**src/pkg/spi_frame_pkg.sv**
```systemverilog
// package: frame layout, crc and timing constants for the spi frame slave
package spi_frame_pkg;
    localparam int FRAME_BITS   = 32;
    localparam int CRC_BITS     = 3;
    localparam int ADDR_BITS    = 7;
    localparam int DATA_BITS    = 20;
    localparam int CHANNELS     = 6;
    localparam int CNT_BITS     = 6;
    // input frame fields
    localparam int IN_WR_POS    = 31;
    localparam int IN_ADDR_LSB  = 24;
    localparam int IN_RSV_POS   = 23;
    localparam int DATA_LSB     = 3;
    // output frame fields
    localparam int OUT_SHORT_POS = 31;
    localparam int OUT_LONG_POS  = 30;
    localparam int OUT_CRC_POS   = 29;
    localparam int OUT_EXC_LSB   = 23;
    // crc generator x^3+x+1 without the top term, zero seed
    localparam logic [2:0] CRC_POLY = 3'h3;
    localparam logic [2:0] CRC_SEED = 3'h0;
    localparam logic [5:0] CNT_FULL = 6'h20;
    localparam logic [5:0] CNT_ZERO = 6'h00;
    // commit delay after frame end, in clock cycles
    localparam int COMMIT_CYCLES = 1;

    typedef struct packed {
        logic                 write;
        logic [ADDR_BITS-1:0] addr;
        logic [DATA_BITS-1:0] data;
    } req_t;

    typedef struct packed {
        logic shortFrame;
        logic longFrame;
        logic crcBad;
    } frame_err_t;

    typedef enum logic [2:0] {
        ST_IDLE   = 3'b001,
        ST_FRAME  = 3'b010,
        ST_COMMIT = 3'b100
    } state_t;

    function automatic logic [2:0] crcStep(input logic [2:0] c, input logic b);
        logic fb;
        fb = c[2] ^ b;
        crcStep = {c[1:0], 1'b0} ^ (fb ? CRC_POLY : 3'h0);
    endfunction
endpackage

```
**src/rtl/fault_latch.sv**
```systemverilog
// per-channel exception recorder with read blanking and clear
`timescale 1ns/1ps
module fault_latch #(
    parameter int N = 6
) (
    input  wire logic         clk,
    input  wire logic         resetn,
    input  wire logic [N-1:0] faultIn,
    input  wire logic [N-1:0] readBusy,
    input  wire logic [N-1:0] clearPulse,
    output logic [N-1:0]      recorded
);
    genvar i;
    generate
        for (i = 0; i < N; i++) begin : g_ch
            wire setOk = faultIn[i] & ~readBusy[i];
            always_ff @(posedge clk or negedge resetn) begin
                if (!resetn) begin
                    recorded[i] <= 1'b0;
                end else if (setOk) begin
                    recorded[i] <= 1'b1;
                end else if (clearPulse[i]) begin
                    recorded[i] <= 1'b0;
                end
            end
        end
    endgenerate
endmodule

```
**src/rtl/spi_crc_frame_slave.sv**
```systemverilog
// spi target frame engine with crc, in-frame read data and error flags
`timescale 1ns/1ps
// Notes on behaviour
// - frames are exactly 32 bits, crc last three
// - read data returned within the same frame
// - crc uses polynomial x^3+x+1
// - bad crc frame: no write, no clear
// - crc and length errors reported next frame
// - six exception bits, OR per channel
// - details read and cleared via channel registers
// - fault during own read blanked, latched after read only if still present
// - input layout: flag, address, reserved, data, crc
// - output layout: errors, exceptions, data, crc
// - unused output data bits are zero
module spi_crc_frame_slave #(
    parameter int CH = spi_frame_pkg::CHANNELS
) (
    input  wire logic                                clk,
    input  wire logic                                resetn,
    input  wire logic                                sclk,
    input  wire logic                                csN,
    input  wire logic                                sdi,
    output logic                                     sdo,
    output logic                                     sdoOe,
    output spi_frame_pkg::req_t                      reqOut,
    output logic                                     reqValid,
    output logic [spi_frame_pkg::ADDR_BITS-1:0]      rdAddr,
    output logic                                     rdActive,
    input  wire logic [spi_frame_pkg::DATA_BITS-1:0] rdData,
    input  wire logic [CH-1:0]                       faultIn,
    input  wire logic [CH-1:0]                       faultRegRead,
    output logic [CH-1:0]                            excRecorded
);
    // pin synchronisers
    logic [1:0] sclkS_r, csS_r, sdiS_r;
    always_ff @(posedge clk or negedge resetn) begin
        if (!resetn) begin
            sclkS_r <= 2'h0;
            csS_r   <= 2'h3;
            sdiS_r  <= 2'h0;
        end else begin
            sclkS_r <= {sclkS_r[0], sclk};
            csS_r   <= {csS_r[0], csN};
            sdiS_r  <= {sdiS_r[0], sdi};
        end
    end
    logic sclkD_r, csD_r;
    always_ff @(posedge clk or negedge resetn) begin
        if (!resetn) begin
            sclkD_r <= 1'b0;
            csD_r   <= 1'b1;
        end else begin
            sclkD_r <= sclkS_r[1];
            csD_r   <= csS_r[1];
        end
    end
    wire sclkRise = sclkS_r[1] & ~sclkD_r;
    wire sclkFall = ~sclkS_r[1] & sclkD_r;
    wire csFall   = ~csS_r[1] & csD_r;
    wire csRise   = csS_r[1] & ~csD_r;
    wire csLow    = ~csS_r[1];

    spi_frame_pkg::state_t state_r, state_nxt;
    logic [31:0] rxSh_r;
    logic [31:0] txSh_r;
    logic [5:0]  bitCnt_r;
    logic [2:0]  rxCrc_r, txCrc_r;
    logic        overflow_r;
    spi_frame_pkg::frame_err_t err_r;
    logic [2:0]  commitCnt_r;
    logic        frameOk_r;

    // frame header seen after the first 8 bits: launch read early
    wire         hdrDone  = sclkRise && csLow && (bitCnt_r == 6'h07);
    wire [6:0]   hdrAddr  = {rxSh_r[5:0], sdiS_r[1]};
    wire         hdrWrite = rxSh_r[6];

    // assembled output frame head
    wire [8:0] headOut = {err_r.shortFrame, err_r.longFrame, err_r.crcBad,
                          excRecorded};
    wire [31:0] txLoad = {headOut, 23'h0};
    wire [19:0] txData = rdActive ? rdData : 20'h0;
    wire [2:0]  txCrcNxt = spi_frame_pkg::crcStep(txCrc_r, txSh_r[31]);

    // end of frame checks
    wire lenShort = bitCnt_r < spi_frame_pkg::CNT_FULL;
    wire crcBad   = rxCrc_r != rxSh_r[2:0];
    wire rsvBad   = rxSh_r[spi_frame_pkg::IN_RSV_POS];
    wire frameOk  = !lenShort && !overflow_r && !crcBad && !rsvBad;

    always_comb begin
        state_nxt = state_r;
        case (state_r)
            spi_frame_pkg::ST_IDLE:   if (csFall) state_nxt = spi_frame_pkg::ST_FRAME;
            spi_frame_pkg::ST_FRAME:  if (csRise) state_nxt = spi_frame_pkg::ST_COMMIT;
            spi_frame_pkg::ST_COMMIT: if (commitCnt_r == 3'(spi_frame_pkg::COMMIT_CYCLES))
                                          state_nxt = spi_frame_pkg::ST_IDLE;
            default:                  state_nxt = spi_frame_pkg::ST_IDLE;
        endcase
    end

    always_ff @(posedge clk or negedge resetn) begin
        if (!resetn) begin
            state_r <= spi_frame_pkg::ST_IDLE;
        end else begin
            state_r <= state_nxt;
        end
    end

    // receive path and crc
    always_ff @(posedge clk or negedge resetn) begin
        if (!resetn) begin
            rxSh_r     <= 32'h0;
            bitCnt_r   <= spi_frame_pkg::CNT_ZERO;
            rxCrc_r    <= spi_frame_pkg::CRC_SEED;
            overflow_r <= 1'b0;
        end else if (csFall) begin
            bitCnt_r   <= spi_frame_pkg::CNT_ZERO;
            rxCrc_r    <= spi_frame_pkg::CRC_SEED;
            overflow_r <= 1'b0;
        end else if (sclkRise && csLow) begin
            rxSh_r <= {rxSh_r[30:0], sdiS_r[1]};
            if (bitCnt_r == spi_frame_pkg::CNT_FULL) begin
                overflow_r <= 1'b1;
            end else begin
                bitCnt_r <= bitCnt_r + 6'h01;
            end
            if (bitCnt_r < 6'h1D) begin
                rxCrc_r <= spi_frame_pkg::crcStep(rxCrc_r, sdiS_r[1]);
            end
        end
    end

    // transmit path: head loaded at frame start, data at bit 9
    always_ff @(posedge clk or negedge resetn) begin
        if (!resetn) begin
            txSh_r  <= 32'h0;
            txCrc_r <= spi_frame_pkg::CRC_SEED;
            sdo     <= 1'b0;
            sdoOe   <= 1'b0;
        end else if (csFall) begin
            txSh_r  <= txLoad;
            txCrc_r <= spi_frame_pkg::CRC_SEED;
            sdo     <= txLoad[31];
            sdoOe   <= 1'b1;
        end else if (!csLow) begin
            sdoOe <= 1'b0;
            sdo   <= 1'b0;
        end else if (sclkFall && bitCnt_r != spi_frame_pkg::CNT_ZERO) begin
            if (bitCnt_r < 6'h1D) begin
                txCrc_r <= txCrcNxt;
            end
            if (bitCnt_r == 6'h09) begin
                txSh_r <= {txData, 12'h0};
                sdo    <= txData[19];
            end else if (bitCnt_r == 6'h1D) begin
                // crc must already hold bit 3, leaving on this edge
                txSh_r <= {txCrcNxt, 29'h0};
                sdo    <= txCrcNxt[2];
            end else begin
                txSh_r <= txSh_r << 1;
                sdo    <= txSh_r[30];
            end
        end
    end

    // read launch, error capture and delayed commit
    always_ff @(posedge clk or negedge resetn) begin
        if (!resetn) begin
            rdAddr      <= 7'h0;
            rdActive    <= 1'b0;
            err_r       <= '0;
            reqOut      <= '0;
            reqValid    <= 1'b0;
            commitCnt_r <= 3'h0;
        end else begin
            reqValid <= 1'b0;
            if (hdrDone && !hdrWrite) begin
                rdAddr   <= hdrAddr;
                rdActive <= 1'b1;
            end
            if (csRise && state_r == spi_frame_pkg::ST_FRAME) begin
                err_r.shortFrame <= lenShort;
                err_r.longFrame  <= overflow_r;
                err_r.crcBad     <= crcBad;
                reqOut.write <= rxSh_r[spi_frame_pkg::IN_WR_POS];
                reqOut.addr  <= rxSh_r[30:24];
                reqOut.data  <= rxSh_r[22:3];
                commitCnt_r  <= 3'h0;
            end
            if (state_r == spi_frame_pkg::ST_COMMIT) begin
                commitCnt_r <= commitCnt_r + 3'h1;
                if (commitCnt_r == 3'(spi_frame_pkg::COMMIT_CYCLES)) begin
                    reqValid <= frameOk_r;
                    rdActive <= 1'b0;
                end
            end
        end
    end

    always_ff @(posedge clk or negedge resetn) begin
        if (!resetn) begin
            frameOk_r <= 1'b0;
        end else if (csRise) begin
            frameOk_r <= frameOk;
        end
    end

    // clear only on a valid read of the channel fault register
    wire [CH-1:0] clearReq = (reqValid && !reqOut.write) ? faultRegRead : '0;
    logic [CH-1:0] recordedW;
    fault_latch #(.N(CH)) u_latch (
        .clk        (clk),
        .resetn     (resetn),
        .faultIn    (faultIn),
        .readBusy   (faultRegRead & {CH{rdActive}}),
        .clearPulse (clearReq),
        .recorded   (recordedW)
    );
    always_ff @(posedge clk or negedge resetn) begin
        if (!resetn) begin
            excRecorded <= '0;
        end else begin
            excRecorded <= recordedW;
        end
    end
endmodule

```
**config.mk**
```make
export PLATFORM = sky130hd
export DESIGN_NAME = spi_crc_frame_slave
export DESIGN_NICKNAME = d
export VERILOG_FILES = /design/src/pkg/spi_frame_pkg.sv /design/src/rtl/fault_latch.sv /design/src/rtl/spi_crc_frame_slave.sv
export SDC_FILE = /design/constraint.sdc
export NUM_CORES = 1
export LEC_CHECK = 0
export BUFFER_PORTS_ARGS = -buffer_cell sky130_fd_sc_hd__buf_2
export CAP_MARGIN = 40
export CORE_MARGIN = 2
export CORE_UTILIZATION = 45
export DETAILED_ROUTE_END_ITERATION = 10
export GPL_TIMING_DRIVEN = 0
export PLACE_DENSITY = 0.68
export SLEW_MARGIN = 20
export SYNTH_ARGS = -nofsm -noshare
export SYNTH_HDL_FRONTEND = slang
export SYNTH_SLANG_ARGS = --single-unit
```
**constraint.sdc**
```tcl
create_clock -name clk -period 1.75 [get_ports clk]
set_clock_uncertainty 0.15 [all_clocks]
set_input_delay 0.35 -clock clk [delete_from_list [all_inputs] [get_ports clk]]
set_output_delay 0.35 -clock clk [all_outputs]
set_load 0.05 [all_outputs]
```
==> reports/qor.txt, run 1 <==
Run status: finished, violations left
Failing checks: negative setup slack
Seq. cell area: 0.00336 mm^2
Clock transition at the registers of the reported paths: 0.06 ns
Power Density: 1040 mW/mm^2
Max-slew violation count: 0
Synth Area in Adders: 1.31%
Simple-gate share of the synthesized area: 10.7%
Most used DFF post-synth: dfrtp_1
# nets final: 630
Antenna Violating Nets Remaining: 0
Unrepaired setup endpoints after global routing: yes
Required time of the critical path: 1.89 ns
Worst hold path cell count: 2
Largest net degree at the start of global routing: 76
Initial antenna violation count: 0
Multi-input gate area: 0.00254 mm^2
Fin crit share: 114%
Syn nets: 490
DRC: 0
Setup CP Type: register to register
Switching power: 1.97 mW
CP endpoint kind: register
Final WS setup: -0.242 ns
Max-cap violations: 0
Least-Margin Pin Slew: 0.531 ns
Routed len/inst: 16.5 um
DRT Pass-1 Iters: 4
Clk sinks: 134
Post-Place Cells: 701
Vias in the first global route: 4,037
Clock root cell: clkbuf_16
Final Power: 8.18 mW
P_leak: 3.70 nW
Cell variety after synth: 59
Synth Area per Inst: 12.8 um^2
Number of H-tree levels: 4
Port-buffer cells: 81
Fill cells: 1,001
Register area share after synthesis: 58.7%
Synthesized cell area: 0.00572 mm^2
Relative slew slack: 64.6%
Gate Count Post-Synth: 447
CTS Buf Count: 17
Max VDD drop: 716 uV
XOR/XNOR Fraction of Synth Area: 1.99%
Core Box Area: 0.0125 mm^2
GR Util All Layers: 19.1%
Gate power share: 10.6%
Mux contribution to synthesized area: 14.5%
Number of synthesis warnings: 0
Initial Util: 45.7%
Die area: 0.0136 mm^2
Commonest non-fill, non-tap cell in the layout: dfrtp_1
EDFF count, synth: 0
CTS tree: built
Fin util: 63.1%
Non-Filler Instances: 772
Largest family of logic cells by synthesized area: multiplexers
Ratio of cells with drive above 1 in the final layout: 47.7%
Hold Crit Class: input pin to register
Die X-Extent: 117 um
Layout area overhead: 38.1%
Startpoint types: register
Via Count: 3,990
Max Fanout on Critical Path: 4
Fmax: 502 MHz
Commonest cells after routing, fill and taps aside: dfrtp_1, buf_2, mux2_4
Final HPWL DP: 7.85 mm
DR vias/cell: 5.17
GP Congestion: 0.856
DRT iter0 DRCs: 194
Switching Share: 24.1%
Final Hold Fails: 0
Compound-Gate Fraction of Synth Area: 9.89%
Max Root-Sink Buffers: 2
#FFs+latches synth: 134
Fin crit period: 1.99 ns
FP Rows: 41
R2R depth: 7
First-pass GRT wire length: 19.8 mm
Number of diodes: 0
Clock network power share: 47.1%
Global route overflow: 0
Die height: 117 um
I/O pin cnt: 82
CP arrival: 2.13 ns
Pint: 6.21 mW
Share of flip-flops with an asynchronous set or reset: 100%
WL final: 12.8 mm
Share of total power in sequential cells: 42.3%
Worst-Skew Late Latency: 0.42 ns
Final setup fails: 54
==> state kept, by name, summed over array words and instances, names as in the netlist, 6 cells and up <==
register,cells
txSh_r,20
rdAddr,7
u_latch.recorded,6
bitCnt_r,6
rxSh_r,32
reqOut,28
excRecorded,6
==> Yosys cell counts (4+ instances only) <==
cell type	count	area [um^2]
dfrtp_1	130	3250
mux2_2	69	777
nand2_1	39	146
nor2_1	18	67.6
buf_2	14	70.1
nor2b_1	14	87.6
o21ai_0	14	70.1
xnor2_1	12	105
inv_1	11	41.3
a22oi_1	10	75.1
o31ai_1	9	67.6
a221oi_1	8	70.1
a21oi_1	7	35.0
ha_1	6	75.1
nand2b_1	6	37.5
nand4_1	6	37.5
a22o_1	5	43.8
clkbuf_1	5	18.8
mux2i_1	5	50.1
dfstp_2	4	105
nand3_1	4	20.0
==> critical path, stage by stage, from the launching register on <==
cell      delay (ns)
dfrtp_2         0.41
inv_2           0.08
ha_4            0.13
or3b_4          0.40
o31a_1          0.32
buf_4           0.16
nand4_1         0.09
o311ai_2        0.10
==> final timing paths <==
kind / endpoint / slack [ns] / startpoint
max: txCrc_r[1] / -0.24 / bitCnt_r[0]
min: u_latch.recorded[2] / 0.02 / faultIn[2]
max reg2reg: txCrc_r[1] / -0.24 / bitCnt_r[0]
min reg2reg: sclkS_r[1] / 0.20 / sclkS_r[0]
max in group asynchronous: state_r[0] / 0.40 / resetn
min in group asynchronous: txSh_r[16] / 0.30 / resetn
==> through the flow <==
| step | setup WS, ns | hold WS, ns | setup TNS (ns) | instance area (um^2) |
|---|---|---|---|---|
| global route | -0.301 | 0.0181 | -8.86 | 7900 |
| CTS | -0.231 | 0.00623 | -4.98 | 7410 |
| finish | -0.242 | 0.0206 | -5.04 | 7900 |
| floorplan | -0.181 | -0.0956 | -2.44 | 5750 |
| detailed placement | -0.371 | 0.167 | -21.73 | 6400 |
| global placement | -1.79 | 0.186 | -225.31 | 6370 |
==> what timing repair did <==
action | CTS | global route
hold endpoints to repair | 63 | 0
pin swaps | 16 | 14
setup buffers | 14 | 17
cloned | 1 | 3
endpoints found under the setup margin | 98 | 104
gates resized for setup | 60 | 68
hold buffers | 5 | 0
==> logic make-up (layout without fill, tap and decap cells) <==
| kind of cell | Yosys count | in the layout |
|---|---|---|
| AO/OA/AOI/OAI | 76 | 76 |
| XOR/XNOR | 13 | 13 |
| AND/OR/NAND/NOR | 109 | 109 |
| adder cells (fa/ha/maj) | 6 | 6 |
| multiplexers | 74 | 74 |
| flip-flops | 134 | 134 |
| buffers and inverters | 35 | 188 |
==> power by group through the flow <==
stage / clock, mW / combinational, mW / sequential, mW
after floorplan: 0 / 0.451 / 3.47
after global placement: 0 / 0.661 / 3.49
after detailed placement: 0 / 0.693 / 3.50
after CTS: 3.92 / 0.793 / 3.44
after global routing: 4.06 / 0.959 / 3.49
final: 3.85 / 0.865 / 3.46
==> metal layers <==
layer  share of wire [%]  up-vias  GRT usage, %  wire length (um)
met3                 6.0       13          7.58               765
met4                 1.5        0          7.84               186
met5                   0        -             0                 0
met2                  48      104          30.1              6190
li1                    -     1880             -                 -
met1                  44     1993          23.6              5620
==> area by class of cell <==
class / count / share of cell area, %
Buffer: 23 / 2.96
Clock buffer: 19 / 5.74
Clock inverter: 13 / 2.47
Inverter: 11 / 0.523
Multi-Input combinational cell: 278 / 32.2
Sequential cell: 134 / 42.6
Tap cell: 172 / 2.73
Timing Repair Buffer: 122 / 10.8
Power figures use the tool's default switching activity.
==> run 2: changes to the inputs <==
--- a/config.mk
+++ b/config.mk
@@ -12,6 +12,7 @@
 export DETAILED_ROUTE_END_ITERATION = 10
 export GPL_TIMING_DRIVEN = 0
 export PLACE_DENSITY = 0.68
+export SETUP_SLACK_MARGIN = 0.4
 export SLEW_MARGIN = 20
 export SYNTH_ARGS = -nofsm -noshare
 export SYNTH_HDL_FRONTEND = slang
==> run 2 against run 1 <==
The run ends with negative hold slack, negative setup slack left. Largest power group is now registers. Register-to-register slack lost 0.04 ns. Utilization grew 11 points. Global-route usage grew 4.0 points. Highest routed layer unchanged. Worst hold slack lost 0.34 ns. Critical path type unchanged. Design area grew 17%. Die area is the same. First-iteration DRC count grew 49%. Routed wire length grew 28%. Via count grew 12%. Final cell count grew 8.2%.
==> reports/qor.txt, run 2 (synthesis results as in run 1) <==
Run status: finished, violations left
Failing checks: negative hold slack, negative setup slack
# nets final: 693
Top delay family on crit path: simple AND/OR/NAND/NOR gates
DRT iter0 DRCs: 289
GP Congestion: 0.808
Relative slew slack: 64.6%
Max-slew violation count: 0
Initial Util: 45.7%
WL final: 16.3 mm
Vias in the first global route: 4,609
Layout area overhead: 61.5%
Final WS setup: -0.277 ns
Initial antenna violation count: 0
Final Power: 8.05 mW
Clock root cell: clkbuf_16
Clk sinks: 134
Fill cells: 766
Die area: 0.0136 mm^2
CP endpoint kind: register
Routed len/inst: 19.5 um
GR Util All Layers: 23.1%
Worst R2R End: txCrc_r[2]
I/O pin cnt: 82
Biggest registers after layout: rxSh_r (32), reqOut (28), txSh_r (20)
R2R depth: 7
Unrepaired setup endpoints after global routing: yes
Max reg flops: 32
Max VDD drop: 581 uV
Die X-Extent: 117 um
Largest net degree at the start of global routing: 90
CTS Buf Count: 17
FP Rows: 41
Clock transition at the registers of the reported paths: 0.06 ns
Final setup fails: 68
Startpoint types: register
Cell Area, Placed: 0.00681 mm^2
P_leak: 4.22 nW
Seq. cell area: 0.00336 mm^2
First-pass GRT wire length: 23.7 mm
Commonest cells after routing, fill and taps aside: dfrtp_1, buf_6, mux2_4
Max Fanout on Critical Path: 4
CTS tree: built
Power Density: 871 mW/mm^2
CP startpoint: bitCnt_r[0]
Antenna Violating Nets Remaining: 0
Most flops, register: rxSh_r
Commonest non-fill, non-tap cell in the layout: dfrtp_1
Number of diodes: 0
Least-Margin Pin Slew: 0.530 ns
Reg2reg setup slack: -0.28 ns
Fin crit period: 2.03 ns
Max-cap violations: 0
Non-Filler Instances: 835
R2r startpoint: bitCnt_r[0]
Final HPWL DP: 8.24 mm
Crit path cell chain: inv_2, ha_4, or3b_4, o31a_1, buf_4, nand4_1, o311ai_4
Core Box Area: 0.0125 mm^2
WHS: -0.316 ns
Multi-input gate area: 0.00283 mm^2
Die height: 117 um
Via Count: 4,462
Post-Place Cells: 701
Setup CP Type: register to register
Hold Crit Class: input pin to async pin
Worst-Skew Late Latency: 0.42 ns
CP arrival: 2.16 ns
Fin util: 73.8%
Layout Cell Area excl Fill: 0.00924 mm^2
Fmax: 493 MHz
DRT Pass-1 Iters: 4
Hold_buf cts: 3
DR vias/cell: 5.34
Global route overflow: 0
Number of H-tree levels: 4
Worst path buffer plus inverter count: 2
Required time of the critical path: 1.88 ns
Max Root-Sink Buffers: 2
Final Hold Fails: 45
Ratio of cells with drive above 1 in the final layout: 56.7%
Port-buffer cells: 81
Slowest stage delay, CP: 0.42 ns
Fin crit share: 116%
DRC: 0
Critical-path top delay cell: dfrtp_2
## run 2: cell count changes in the layout (fill, tap and decap cells not counted), moves of 4 or more
cell | previous run | this run
buf_6 | 16 | 85
buf_2 | 82 | 36
mux2_2 | 32 | 0
mux2_4 | 37 | 69
buf_4 | 28 | 49
buf_12 | 3 | 13
buf_16 | 1 | 9
nor2_1 | 16 | 9
buf_8 | 4 | 8
nor2_4 | 1 | 5
## run 2: stage by stage
step,setup WS [ns],setup TNS (ns),hold WS (ns)
2_1_floorplan,-0.179,-2.37,-0.0956
3_3_place_gp,-1.79,-217.62,0.184
3_5_place_dp,-0.387,-14.00,0.121
4_1_cts,-0.252,-5.76,-0.316
5_1_grt,-0.321,-12.89,-0.304
6_report,-0.277,-7.74,-0.316
## run 2: worst max-delay path by stage
stage | endpoint | slack, ns | cells after the start
after detailed placement | txSh_r[21] | -0.39 | 6
after floorplan | txCrc_r[2] | -0.18 | 6
after global routing | txCrc_r[2] | -0.32 | 7
after global placement | reqValid | -1.79 | 1
after CTS | txCrc_r[2] | -0.25 | 6
final | txCrc_r[2] | -0.28 | 7
## run 2: report_power, final
group          switching (mW)  internal [mW]  leakage [nW]  total (mW)
clock network            1.42           2.05         0.284        3.47
logic                   0.515          0.570          2.19        1.08
registers               0.207           3.29          1.75        3.49
total                    2.14           5.90          4.22        8.05
## run 2: cell type report
| class | instances | share of cell area (%) |
|---|---|---|
| sequential | 134 | 36.4 |
| multi-input combinational | 278 | 30.6 |
| timing repair buffer | 184 | 20.4 |
| clock buffer | 19 | 4.90 |
| buffer | 24 | 3.56 |
| tap | 172 | 2.33 |
| clock inverter | 13 | 1.33 |
| inverter | 11 | 0.447 |
## run 2: layer usage
layer	up-vias	GRT usage [%]	wire length [um]
met1	2276	29.2	6870
met3	34	5.92	756
met2	134	38.1	8190
met5	-	0	0
li1	2018	-	-
met4	0	9.49	474
## run 2: what timing repair did
item | CTS | global route
endpoints found under the hold margin | 48 | 45
endpoints found under the setup margin | 163 | 163
resized for setup | 203 | 34
pin swaps | 38 | 20
buffers inserted | 66 | 23
cloned | 10 | 0
